==> src/core/ianl_pkg.sv <==
// Constants, types and register map of the interrupt acknowledge and nesting logic
//
// Summary of operation
// - Non-maskable requests ignore the enable flag and beat every maskable source; break beats them.
// - Non-maskable entry saves status then counter, clears both flags, takes its vector.
// - A non-maskable request during its own handler waits for return plus one instruction.
// - Several non-maskable requests during one handler collapse into one pending request.
// - A maskable source is eligible only with request flag 1 and mask flag 0.
// - Eligible maskable requests are taken only while the enable flag is 1.
// - While in-service flag is 0, low-level maskable requests are refused.
// - During non-maskable servicing nothing but break is taken, even after enable.
// - Maskable entry takes 7 to 32 clocks at high level, 8 to 33 low.
// - Among eligible requests the higher level wins, then the default order.
// - A refused request stays pending and is taken once conditions allow.
// - Maskable entry saves status then counter, clears enable, copies level to in-service.
// - Break always interrupts, saves status and counter, clears enable, vectors 003EH.
// - Every acceptance clears the enable flag; nesting needs an explicit enable.
// - With enable set, equal or higher level requests nest, lower ones wait.
// - A request held during servicing is taken after return plus one instruction.
// - Nesting follows the matrix of handler kind, in-service flag and level.
// - After status, enable, return or flag register instructions, acceptance waits one instruction.
// - Break does not defer acceptance, yet its cleared enable blocks maskable requests.
// - A source's level flag never affects how its request flag gets set.
// - Acceptance clears the accepted source's request flag before its handler starts.
// - Returns and status pops restore the whole status word, flags included.
// - Reset loads the status word with 02H: enable clear, in-service set.
package ianl_pkg;

	// ==========================================================
	// Sizes
	localparam int NSRC = 18;
	localparam int IDX_W = 5;
	localparam int DEPTH_W = 4;

	// ==========================================================
	// Register offsets
	localparam logic [11:0] OFS_REQ = 12'h000;
	localparam logic [11:0] OFS_MASK = 12'h004;
	localparam logic [11:0] OFS_PRIO = 12'h008;
	localparam logic [11:0] OFS_PSW = 12'h00c;
	localparam logic [11:0] OFS_STAT = 12'h010;

	// ==========================================================
	// Reset values and status word fields
	localparam logic [NSRC-1:0] REQ_RST = 18'h00000;
	localparam logic [NSRC-1:0] MASK_RST = 18'h3ffff;
	localparam logic [NSRC-1:0] PRIO_RST = 18'h3ffff;
	localparam logic [7:0] PSW_RST = 8'h02;
	localparam int PSW_ENABLE_BIT = 7;
	localparam int PSW_SERVICE_BIT = 1;

	// ==========================================================
	// Vectors
	localparam logic [15:0] VEC_SOFT = 16'h003e;
	localparam logic [15:0] VEC_NMI = 16'h0004;
	localparam logic [15:0] VEC_BASE = 16'h0006;

	// ==========================================================
	// Entry timing in CPU clocks, deferral counts in instruction boundaries
	localparam int LAT_MIN_HI_CLK = 7;
	localparam int LAT_MIN_LO_CLK = 8;
	localparam logic [3:0] ENTRY_HI = 4'(LAT_MIN_HI_CLK - 1);
	localparam logic [3:0] ENTRY_LO = 4'(LAT_MIN_LO_CLK - 1);
	localparam logic [1:0] DEFER_REG = 2'h2;
	localparam logic [1:0] DEFER_INS = 2'h1;

	// ==========================================================
	// Types
	typedef enum logic [2:0] {
		INS_PLAIN, INS_HOLD, INS_EI, INS_DI, INS_PSW_LOAD, INS_RETURN_FROM_INTERRUPT_INSTR, INS_RETURN_FROM_BREAK_INSTR, INS_BRK
	} ianl_instr_type;

	typedef enum logic [1:0] {SRC_NMI, SRC_MASK, SRC_SOFT} ianl_src_type;

	typedef struct packed {
		logic done;
		ianl_instr_type kind;
		logic [7:0] processor_status_word;
	} ianl_seq_type;

	typedef struct packed {
		logic take;
		ianl_src_type src;
		logic [IDX_W-1:0] idx;
		logic [15:0] vector;
		logic [7:0] psw_save;
		logic stall;
	} ianl_ack_type;

endpackage : ianl_pkg

==> src/core/ianl_core.sv <==
// Interrupt acknowledge, nesting and pending logic with an APB register port
`timescale 1ns/1ps
`default_nettype none

module ianl_core (
	// Clock and reset
	input wire logic pclk,
	input wire logic presetn,
	// APB slave
	input wire logic psel,
	input wire logic penable,
	input wire logic pwrite,
	input wire logic [11:0] paddr,
	input wire logic [31:0] pwdata,
	output logic [31:0] prdata,
	output logic pready,
	output logic pslverr,
	// Instruction sequencer
	input wire ianl_pkg::ianl_seq_type seq_i,
	output ianl_pkg::ianl_ack_type ack_o,
	output logic [7:0] psw_o,
	// Interrupt sources
	input wire logic [ianl_pkg::NSRC-1:0] src_event,
	input wire logic nmi_event
);

	// ==========================================================
	// State
	logic [ianl_pkg::NSRC-1:0] req_q;
	logic [ianl_pkg::NSRC-1:0] mask_q;
	logic [ianl_pkg::NSRC-1:0] prio_q;
	logic [7:0] psw_q;
	logic nmi_pend_q;
	logic nmi_active_q;
	logic [ianl_pkg::DEPTH_W-1:0] brk_depth_q;
	logic [1:0] defer_q;
	logic [3:0] stall_cnt_q;
	ianl_pkg::ianl_ack_type ack_q;
	logic [31:0] prdata_q;
	logic pready_q;
	logic pslverr_q;

	// ==========================================================
	// Decode of bus and instruction boundary
	logic apb_setup;
	logic apb_wr;
	logic wr_req;
	logic wr_mask;
	logic wr_prio;
	logic wr_psw;
	logic boundary;
	logic hold_ins;
	logic accept_ok;

	assign apb_setup = psel && !penable;
	assign apb_wr = psel && penable && pwrite && pready_q;
	assign wr_req = apb_wr && (paddr == ianl_pkg::OFS_REQ);
	assign wr_mask = apb_wr && (paddr == ianl_pkg::OFS_MASK);
	assign wr_prio = apb_wr && (paddr == ianl_pkg::OFS_PRIO);
	assign wr_psw = apb_wr && (paddr == ianl_pkg::OFS_PSW);

	// Sequencer stays quiet during entry; boundaries there are ignored
	assign boundary = seq_i.done && (stall_cnt_q == 4'h0);

	// Instructions after which acceptance waits one more instruction
	always_comb begin
		case (seq_i.kind)
			ianl_pkg::INS_HOLD, ianl_pkg::INS_EI, ianl_pkg::INS_DI,
			ianl_pkg::INS_PSW_LOAD, ianl_pkg::INS_RETURN_FROM_INTERRUPT_INSTR, ianl_pkg::INS_RETURN_FROM_BREAK_INSTR: begin
				hold_ins = 1'b1;
			end
			default: begin
				hold_ins = 1'b0;
			end
		endcase
	end

	// No acceptance at a hold boundary or while a deferral runs
	assign accept_ok = boundary && !hold_ins && (defer_q == 2'h0)
		&& !wr_req && !wr_mask && !wr_prio && !wr_psw;

	// ==========================================================
	// Eligibility per source
	logic [ianl_pkg::NSRC-1:0] elig;
	logic [ianl_pkg::NSRC-1:0] allowed;
	logic accept_enable_flag;
	logic in_service_priority_flag;

	assign accept_enable_flag = psw_q[ianl_pkg::PSW_ENABLE_BIT];
	assign in_service_priority_flag = psw_q[ianl_pkg::PSW_SERVICE_BIT];

	genvar g;
	generate
		for (g = 0; g < ianl_pkg::NSRC; g++) begin : g_elig
			// Request set and mask clear
			assign elig[g] = req_q[g] && !mask_q[g];
			// Low level refused while a high-level handler runs
			assign allowed[g] = elig[g] && (!prio_q[g] || in_service_priority_flag);
		end
	endgenerate

	// ==========================================================
	// Arbitration: high level first, then lowest index
	function automatic logic [ianl_pkg::IDX_W:0] pick_first(
		input logic [ianl_pkg::NSRC-1:0] v
	);
		logic [ianl_pkg::IDX_W:0] r;
		r = '0;
		for (int i = ianl_pkg::NSRC - 1; i >= 0; i--) begin
			if (v[i]) begin
				r = {1'b1, ianl_pkg::IDX_W'(i)};
			end
		end
		return r;
	endfunction : pick_first

	logic [ianl_pkg::IDX_W:0] pick_hi;
	logic [ianl_pkg::IDX_W:0] pick_lo;
	logic win_any;
	logic [ianl_pkg::IDX_W-1:0] win_idx;
	logic win_lvl;

	assign pick_hi = pick_first(allowed & ~prio_q);
	assign pick_lo = pick_first(allowed & prio_q);

	// Programmed level beats default order
	always_comb begin
		if (pick_hi[ianl_pkg::IDX_W]) begin
			win_any = 1'b1;
			win_idx = pick_hi[ianl_pkg::IDX_W-1:0];
			win_lvl = 1'b0;
		end else if (pick_lo[ianl_pkg::IDX_W]) begin
			win_any = 1'b1;
			win_idx = pick_lo[ianl_pkg::IDX_W-1:0];
			win_lvl = 1'b1;
		end else begin
			win_any = 1'b0;
			win_idx = '0;
			win_lvl = 1'b0;
		end
	end

	// ==========================================================
	// Acceptance decisions
	logic take_soft;
	logic take_nmi;
	logic take_mask;
	logic take_any;

	// Break needs no enable and is never deferred
	assign take_soft = boundary && (seq_i.kind == ianl_pkg::INS_BRK);
	// Non-maskable ignores enable and level, waits out its own handler
	assign take_nmi = accept_ok && !take_soft && nmi_pend_q && !nmi_active_q;
	// Maskable needs enable, no non-maskable handler, no non-maskable winner
	assign take_mask = accept_ok && !take_soft && !take_nmi && win_any && accept_enable_flag
		&& !nmi_active_q;
	assign take_any = take_soft || take_nmi || take_mask;

	// ==========================================================
	// Request flags: event set wins over clear and bus write
	logic [ianl_pkg::NSRC-1:0] req_d;

	generate
		for (g = 0; g < ianl_pkg::NSRC; g++) begin : g_req
			always_comb begin
				req_d[g] = wr_req ? pwdata[g] : req_q[g];
				if (take_mask && (win_idx == ianl_pkg::IDX_W'(g))) begin
					req_d[g] = 1'b0;
				end
				if (src_event[g]) begin
					req_d[g] = 1'b1;
				end
			end
		end
	endgenerate

	// Request flag register
	always_ff @(posedge pclk or negedge presetn) begin
		if (!presetn) begin
			req_q <= ianl_pkg::REQ_RST;
		end else begin
			req_q <= req_d;
		end
	end

	// Mask and level registers
	always_ff @(posedge pclk or negedge presetn) begin
		if (!presetn) begin
			mask_q <= ianl_pkg::MASK_RST;
			prio_q <= ianl_pkg::PRIO_RST;
		end else begin
			if (wr_mask) begin
				mask_q <= pwdata[ianl_pkg::NSRC-1:0];
			end
			if (wr_prio) begin
				prio_q <= pwdata[ianl_pkg::NSRC-1:0];
			end
		end
	end

	// ==========================================================
	// Status word
	always_ff @(posedge pclk or negedge presetn) begin
		if (!presetn) begin
			psw_q <= ianl_pkg::PSW_RST;
		end else if (take_any) begin
			psw_q[ianl_pkg::PSW_ENABLE_BIT] <= 1'b0;
			if (take_nmi) begin
				psw_q[ianl_pkg::PSW_SERVICE_BIT] <= 1'b0;
			end else if (take_mask) begin
				psw_q[ianl_pkg::PSW_SERVICE_BIT] <= win_lvl;
			end
		end else if (wr_psw) begin
			psw_q <= pwdata[7:0];
		end else if (boundary) begin
			case (seq_i.kind)
				ianl_pkg::INS_EI: begin
					psw_q[ianl_pkg::PSW_ENABLE_BIT] <= 1'b1;
				end
				ianl_pkg::INS_DI: begin
					psw_q[ianl_pkg::PSW_ENABLE_BIT] <= 1'b0;
				end
				ianl_pkg::INS_PSW_LOAD, ianl_pkg::INS_RETURN_FROM_INTERRUPT_INSTR, ianl_pkg::INS_RETURN_FROM_BREAK_INSTR: begin
					psw_q <= seq_i.processor_status_word;
				end
				default: begin
					psw_q <= psw_q;
				end
			endcase
		end
	end

	// ==========================================================
	// Non-maskable pending: any number of events collapse to one
	always_ff @(posedge pclk or negedge presetn) begin
		if (!presetn) begin
			nmi_pend_q <= 1'b0;
		end else if (nmi_event) begin
			nmi_pend_q <= 1'b1;
		end else if (take_nmi) begin
			nmi_pend_q <= 1'b0;
		end
	end

	// Non-maskable handler tracking, with breaks nested inside it
	always_ff @(posedge pclk or negedge presetn) begin
		if (!presetn) begin
			nmi_active_q <= 1'b0;
			brk_depth_q <= '0;
		end else if (take_nmi) begin
			nmi_active_q <= 1'b1;
			brk_depth_q <= '0;
		end else if (take_soft && nmi_active_q) begin
			brk_depth_q <= brk_depth_q + 1'b1;
		end else if (boundary && nmi_active_q) begin
			if (seq_i.kind == ianl_pkg::INS_RETURN_FROM_INTERRUPT_INSTR && brk_depth_q == '0) begin
				nmi_active_q <= 1'b0;
			end else if (seq_i.kind == ianl_pkg::INS_RETURN_FROM_BREAK_INSTR && brk_depth_q != '0) begin
				brk_depth_q <= brk_depth_q - 1'b1;
			end
		end
	end

	// ==========================================================
	// Deferral counter: instruction boundaries still to pass
	always_ff @(posedge pclk or negedge presetn) begin
		if (!presetn) begin
			defer_q <= 2'h0;
		end else if (wr_req || wr_mask || wr_prio || wr_psw) begin
			defer_q <= ianl_pkg::DEFER_REG;
		end else if (boundary && hold_ins) begin
			defer_q <= ianl_pkg::DEFER_INS;
		end else if (boundary && defer_q != 2'h0) begin
			defer_q <= defer_q - 2'h1;
		end
	end

	// ==========================================================
	// Entry sequence: save, vector, stall length
	always_ff @(posedge pclk or negedge presetn) begin
		if (!presetn) begin
			stall_cnt_q <= 4'h0;
		end else if (take_mask && win_lvl) begin
			stall_cnt_q <= ianl_pkg::ENTRY_LO;
		end else if (take_any) begin
			stall_cnt_q <= ianl_pkg::ENTRY_HI;
		end else if (stall_cnt_q != 4'h0) begin
			stall_cnt_q <= stall_cnt_q - 4'h1;
		end
	end

	// Acceptance pulse toward the sequencer
	always_ff @(posedge pclk or negedge presetn) begin
		if (!presetn) begin
			ack_q <= '0;
		end else begin
			ack_q.take <= take_any;
			ack_q.stall <= take_any || (stall_cnt_q != 4'h0); // Holds through the last count
			if (take_any) begin
				ack_q.psw_save <= psw_q;
				ack_q.idx <= take_mask ? win_idx : '0;
				if (take_soft) begin
					ack_q.src <= ianl_pkg::SRC_SOFT;
					ack_q.vector <= ianl_pkg::VEC_SOFT;
				end else if (take_nmi) begin
					ack_q.src <= ianl_pkg::SRC_NMI;
					ack_q.vector <= ianl_pkg::VEC_NMI;
				end else begin
					ack_q.src <= ianl_pkg::SRC_MASK;
					ack_q.vector <= ianl_pkg::VEC_BASE
						+ {10'h000, win_idx, 1'b0};
				end
			end
		end
	end

	// ==========================================================
	// APB read data and ready, answered in the access phase
	always_ff @(posedge pclk or negedge presetn) begin
		if (!presetn) begin
			prdata_q <= 32'h00000000;
			pready_q <= 1'b0;
			pslverr_q <= 1'b0;
		end else if (apb_setup) begin
			pready_q <= 1'b1;
			pslverr_q <= 1'b0;
			prdata_q <= 32'h00000000;
			if (paddr == ianl_pkg::OFS_REQ) begin
				prdata_q <= {14'h0000, req_q};
			end else if (paddr == ianl_pkg::OFS_MASK) begin
				prdata_q <= {14'h0000, mask_q};
			end else if (paddr == ianl_pkg::OFS_PRIO) begin
				prdata_q <= {14'h0000, prio_q};
			end else if (paddr == ianl_pkg::OFS_PSW) begin
				prdata_q <= {24'h000000, psw_q};
			end else if (paddr == ianl_pkg::OFS_STAT) begin
				prdata_q <= {20'h00000, stall_cnt_q, brk_depth_q,
					defer_q, nmi_pend_q, nmi_active_q};
			end else begin
				pslverr_q <= 1'b1;
			end
		end else begin
			pready_q <= 1'b0;
			pslverr_q <= 1'b0;
		end
	end

	// ==========================================================
	// Outputs
	assign prdata = prdata_q;
	assign pready = pready_q;
	assign pslverr = pslverr_q;
	assign ack_o = ack_q;
	assign psw_o = psw_q;

endmodule : ianl_core

`default_nettype wire

==> config.mk <==
export PLATFORM = sky130hd
export DESIGN_NAME = ianl_core
export DESIGN_NICKNAME = d
export VERILOG_FILES = /design/src/core/ianl_pkg.sv /design/src/core/ianl_core.sv
export SDC_FILE = /design/constraint.sdc
export NUM_CORES = 1
export LEC_CHECK = 0
export CAP_MARGIN = 20
export CORE_ASPECT_RATIO = 2
export CORE_UTILIZATION = 40
export CTS_BUF_LIST = sky130_fd_sc_hd__clkbuf_4 sky130_fd_sc_hd__clkbuf_8
export CTS_CLUSTER_DIAMETER = 40
export DETAILED_ROUTE_END_ITERATION = 8
export DONT_BUFFER_PORTS = 1
export PLACE_DENSITY_LB_ADDON = 0.1
export SYNTH_ARGS = -nofsm -noshare
export SYNTH_HDL_FRONTEND = slang
export SYNTH_SLANG_ARGS = --single-unit
==> constraint.sdc <==
create_clock -name pclk -period 3.2 [get_ports pclk]
set_input_delay 0.16 -clock pclk [delete_from_list [all_inputs] [get_ports pclk]]
set_output_delay 0.16 -clock pclk [all_outputs]
set_load 0.01 [all_outputs]
Word-level counts from Yosys, hierarchy flattened --
Index checks and enable logic that the tools add are counted.
Operators by class: reductions and logical operators 198, bitwise gates (word level) 4, mux-type cells 138, equality and inequality tests 31, $add $sub $neg 5
Operators by type and width (count):
- $mux 6 | 36
- $logic_and 1x1->1 | 84
- $mux 1 | 76
- $reduce_bool 3->1 | 24
- $mux 18 | 3
- $logic_not 1->1 | 45
- $eq 5x4->1 const B | 8
- $and 18x18->18 | 2
- $mux 4 | 8
- $eq 12x4->1 const B | 2
- $logic_or 1x1->1 | 24
- $mux 12 | 2
- $mux 7 | 3
- $eq 5x3->1 const B | 4
- $not 18->18 | 1
- $mux 8 | 2
- $mux 5 | 3
- $eq 12x3->1 const B | 1
- $eq 12x5->1 const B | 1
- $eq 3x3->1 const B | 4
- $logic_not 12->1 | 1
- $reduce_and 3->1 | 4
- $reduce_bool 2->1 | 6
- $eq 5x2->1 const B | 2
- other kinds (21) | 30
Word-level totals: input bits 80, output and inout bits 75, word-level logic and storage cells 413, bits in registers 141

Depth between registers and ports, before layout --
depth after elaboration 30, mapped depth 12, mapped depth without buffers 12

Worst setup path before layout --
OpenSTA, ideal clock, no wires.
path kind reg-to-reg, start register stall_cnt_q[0], end register brk_depth_q[3] in the netlist's numbering, path buffers 0, cell stages (with the launch flop) 13, setup slack 331 ps, data arrival time 2792 ps, cells stage by stage dfrtp_1 > inv_1 > ha_1 > and4bb_2 > nand2_1 > nor2_1 > nand2_1 > ha_1 > a21o_1 > a21oi_1 > mux2_2 > or3_1 > a21oi_1
Between the ends: word-level cells in the longest chain between the ends 13, elaborated cells between the ends (all ways) 21, those cells by class 1 x eq/ne; 2 x mux; 18 x reduce/logical
Ends and longest elaborated chain:
- start, declared | line ianl_core.sv:37 | logic [3:0] stall_cnt_q;
- start signal, assigned | line ianl_core.sv:284 | stall_cnt_q <= ianl_pkg::ENTRY_LO;
- start signal, assigned | line ianl_core.sv:286 | stall_cnt_q <= ianl_pkg::ENTRY_HI;
- start signal, assigned | line ianl_core.sv:288 | stall_cnt_q <= stall_cnt_q - 4'h1;
- $logic_not 4->1 (*) | line ianl_core.sv:63 | assign boundary = seq_i.done && (stall_cnt_q == 4'h0);
- $logic_and 1x1->1 (*) | line ianl_core.sv:63
- $logic_and 1x1->1 (2 in a row) | line ianl_core.sv:79 | assign accept_ok = boundary && !hold_ins && (defer_q == 2'h0)
- $logic_and 1x1->1 (4 in a row) | line ianl_core.sv:80 | && !wr_req && !wr_mask && !wr_prio && !wr_psw;
- $logic_and 1x1->1 (3 in a row) | line ianl_core.sv:153 | assign take_nmi = accept_ok && !take_soft && nmi_pend_q && !nmi_active_q;
- $ne 3x3->1 (no source line) or $reduce_bool 3->1 (tied branches)
- $reduce_and 3->1 (no source line)
- end signal, assigned | line ianl_core.sv:254 | brk_depth_q <= brk_depth_q + 1'b1;
- end signal, assigned | line ianl_core.sv:259 | brk_depth_q <= brk_depth_q - 1'b1;
- end, declared | line ianl_core.sv:35 | logic [ianl_pkg::DEPTH_W-1:0] brk_depth_q;
Mark *: on every way between the ends. The rest lies on a longest branch, timed or not. A chain may end at the register's enable or synchronous reset.

Final worst setup path --
start register req_q[13] in the netlist's numbering, end register req_q[5] in the netlist's numbering
Between the ends: word-level cells in the longest chain between the ends 25, elaborated cells between the ends (all ways) 44, those cells by class 1 x eq/ne; 34 x mux; 2 x bitwise; 7 x reduce/logical
Ends and longest elaborated chain:
- start, declared | line ianl_core.sv:29 | logic [ianl_pkg::NSRC-1:0] req_q;
- start signal, assigned | line ianl_core.sv:180 | req_q <= ianl_pkg::REQ_RST;
- start signal, assigned | line ianl_core.sv:182 | req_q <= req_d;
- $logic_and 1x1->1 (*) | line ianl_core.sv:96 | assign elig[g] = req_q[g] && !mask_q[g];
- $logic_and 1x1->1 (*) | line ianl_core.sv:98 | assign allowed[g] = elig[g] && (!prio_q[g] || in_service_priority_flag);
- branches (longest 20 deep; another with $and 18x18->18)
- $logic_and 1x1->1 (*) | line ianl_core.sv:167 | if (take_mask && (win_idx == ianl_pkg::IDX_W'(g))) begin
- $mux 1 | line ianl_core.sv:167
- $mux 1 | line ianl_core.sv:170 | if (src_event[g]) begin
Every way passes the cells marked *.

==> results.tsv <==
metric	value	unit
worst_slew_pin_slew	727	ps
end_kind	flop	
multi_input_area	3390	sq um
seqPwrFrac	0.491	
critPathArrivalTime	3420	ps
cellPowerDensity	482	nW/um^2
fin_total_pwr	3.91	mW
cts_buffer_depth	2	
cts_tree	built	
min_from	pwdata[16]	
p_comb_frac	0.143	
synth_flop_cell	dfrtp_1	
period_share	0.965	
cts_sinks	117	
syn_inst	650	
synthToLayoutAreaGrowth	23.4	%
synthArstFlopShare	1.00	
hold_slack	19.2	ps
p_int	2.71	mW
hold_class	input pin to flop	
gp_congestion	0.894	
drc	0	
max_cap_viol_count	0	
slew_headroom	0.513	
ys_seq_area_frac	0.452	
dpl_cell_area	7110	sq um
layout_common_cells	dfrtp_1, nand2_1, buf_4	
postLayoutCoreUtil	0.502	
antenna_found_initial	0	
slew_violations	0	
p_clk_frac	0.366	
min_path_cells	3	
drtAntennaViolNets	0	
drt_iter0_drc	326	
cts_buffers	17	
cts_htree_levels	4	
cp.required	3540	ps
netlist_area	6580	sq um
finalHoldViolations	0	
reg2reg_slack	110	ps
ir_worst_vdd	0.000338	V
grt_max_degree	118	
die_area	17000	sq um
outcome	complete, no violations	
fp.dieW	92.7	um
holdPathEnd	req_q[16]	
viasPerCell	5.67	
drive_gt1_frac	0.273	
swShare	0.308	
p_switching	1.20	mW
overflow	0	
fmax	324	MHz
yosysWarnings	0	
yosys.area.top_type_share	0.304	
worstPathMaxFanout	8	
firstDrtPassIters	5	
clk_latency	450	ps
avgSynthCellArea	10.1	sq um
fill_cells	1589	
synth-edff-count	0	
grt_pass1_vias	5801	
leakage	3.60	nW
grt_pass1_wl	33.1	mm
finalCriticalPeriod	3090	ps
diodes	0	
fp-row-count	66	
vias	5525	
yosys_register_bits	117	
ios	155	
groute.usage.overall	0.266	
final_common_cell	dfrtp_1	
io_buffers	0	
ys_types	79	
die_y	183	um
crit_type	flop to flop	
fin_skew	15.6	ps
initial_core_util	0.407	
reg2reg_depth	11	
coreArea	16200	sq um
yosysTopAreaCell	dfrtp_1	
place.detailed.hpwl	15.7	mm
synthTopCellsByArea	dfrtp_1, dfstp_2, mux2_2, nand2_1, a21oi_1	
timing.final.setup_violations	0	
post_drt_wl_per_cell	22.2	um
r2r_end	req_q[5]	
crit_path_start_kind	flop	
fin_nets	848	
area.sequential	2980	sq um
cts-root-buf	clkbuf_8	
r2r-start	req_q[13]	
wl	21.7	mm
cts.clk_slew.worst_paths	70	ps
design_area	8120	sq um
-- worst max-delay path, cell delays in order, from the launching register on --
cell,delay (ps)
dfrtp_1,430
buf_4,150
nor3b_1,140
buf_4,140
nor4_4,290
nand4_1,240
buf_4,230
or2_0,220
o32a_4,440
nor3_2,350
a21oi_1,140
or2_1,210
-- synth_stat cells, types with 3 or more instances --
cell,instances
dfrtp_1,80
nand2_1,79
a21oi_1,42
mux2_2,38
dfstp_2,37
o21ai_0,37
nor2_1,34
buf_4,25
mux2i_1,20
nand4b_1,18
nor3b_1,17
inv_1,16
clkbuf_1,13
a22oi_1,12
a31oi_1,10
ha_1,10
or2_2,10
and3_1,7
or2_1,7
a222oi_1,6
nor2b_1,6
nor3_1,6
nor4_1,6
o2bb2ai_1,6
a221oi_1,5
a22o_1,5
and2_1,5
buf_2,5
nand2b_1,5
a21o_1,4
and4b_1,4
nand4_1,4
or3_1,4
nand3_1,3
nor4_2,3
o211ai_1,3
o21ai_1,3
or3b_2,3
xnor2_1,3
-- logic make-up (layout without fill, tap and decap cells) --
kind of cell             Yosys count  count (layout)  share of synthesized area
AND/OR/NAND/NOR                  235             235                      0.204
AO/OA/AOI/OAI                    161             161                      0.167
flip-flops                       117             117                      0.452
buffers and inverters             63             160                     0.0538
multiplexers                      58              58                     0.0954
adder cells (fa/ha/maj)           11              11                     0.0221
XOR/XNOR                           4               4                    0.00532
other                              1              24                   0.000570
-- worst max-delay path by stage --
| stage | endpoint | from | slack, ps |
|---|---|---|---|
| after CTS | ack_o[12] | psw_o[1] | 10 |
| after global placement | ack_o[12] | psw_o[1] | -170 |
| after detailed placement | ack_o[12] | psw_o[1] | -210 |
| final | req_q[5] | req_q[13] | 110 |
| after floorplan | brk_depth_q[3] | stall_cnt_q[0] | 330 |
| after global routing | ack_o[12] | psw_o[1] | -5 |
-- what timing repair did --
action | CTS | global route
setup endpoints to repair | 22 | 23
endpoints found under the hold margin | 180 | 0
gates resized for setup | 3 | 11
hold buffers | 47 | 0
gates cloned | 0 | 0
buffers inserted | 1 | 7
pin swaps | 1 | 7
-- power groups by stage --
stage                     clock network, mW  registers [mW]  logic (mW)
after detailed placement                  0            1.96       0.419
after CTS                              1.46            1.94       0.513
after global routing                   1.52            1.94       0.633
after floorplan                           0            1.86       0.358
after global placement                    0            1.95       0.398
final                                  1.43            1.92       0.561
-- flip-flops by register name, indices dropped and copies added (netlist names) --
signal        count
ack_o            23
mask_q           18
prdata           18
prio_q           18
req_q            18
psw_o             8
brk_depth_q       4
stall_cnt_q       4
defer_q           2
nmi_active_q      1
nmi_pend_q        1
pready            1
pslverr           1
-- routing by layer --
metal | vias up | GRT usage | share of wire
met4 | 0 | 0.149 | 0.042
met3 | 45 | 0.0423 | 0.042
met2 | 201 | 0.500 | 0.56
li1 | 2561 | - | -
met5 | - | 0 | 0
met1 | 2718 | 0.274 | 0.36
-- metrics by stage --
stage          cells  worst slack (ps)  TNS, ps
3_3_place_gp     887              -169    -2270
2_1_floorplan    673               331        0
4_1_cts          967              10.8        0
6_report         974               112        0
3_5_place_dp     887              -208    -3300
5_1_grt          974             -4.58    -7.46
-- area by class of cell --
cell class	count	share of cell area
clock inverter	14	0.0199
inverter	17	0.00817
sequential	117	0.367
multi-input combinational	493	0.418
tap	204	0.0314
clock buffer	18	0.0297
timing repair buffer	111	0.126
Note: power is estimated with default switching activity, not from simulation.
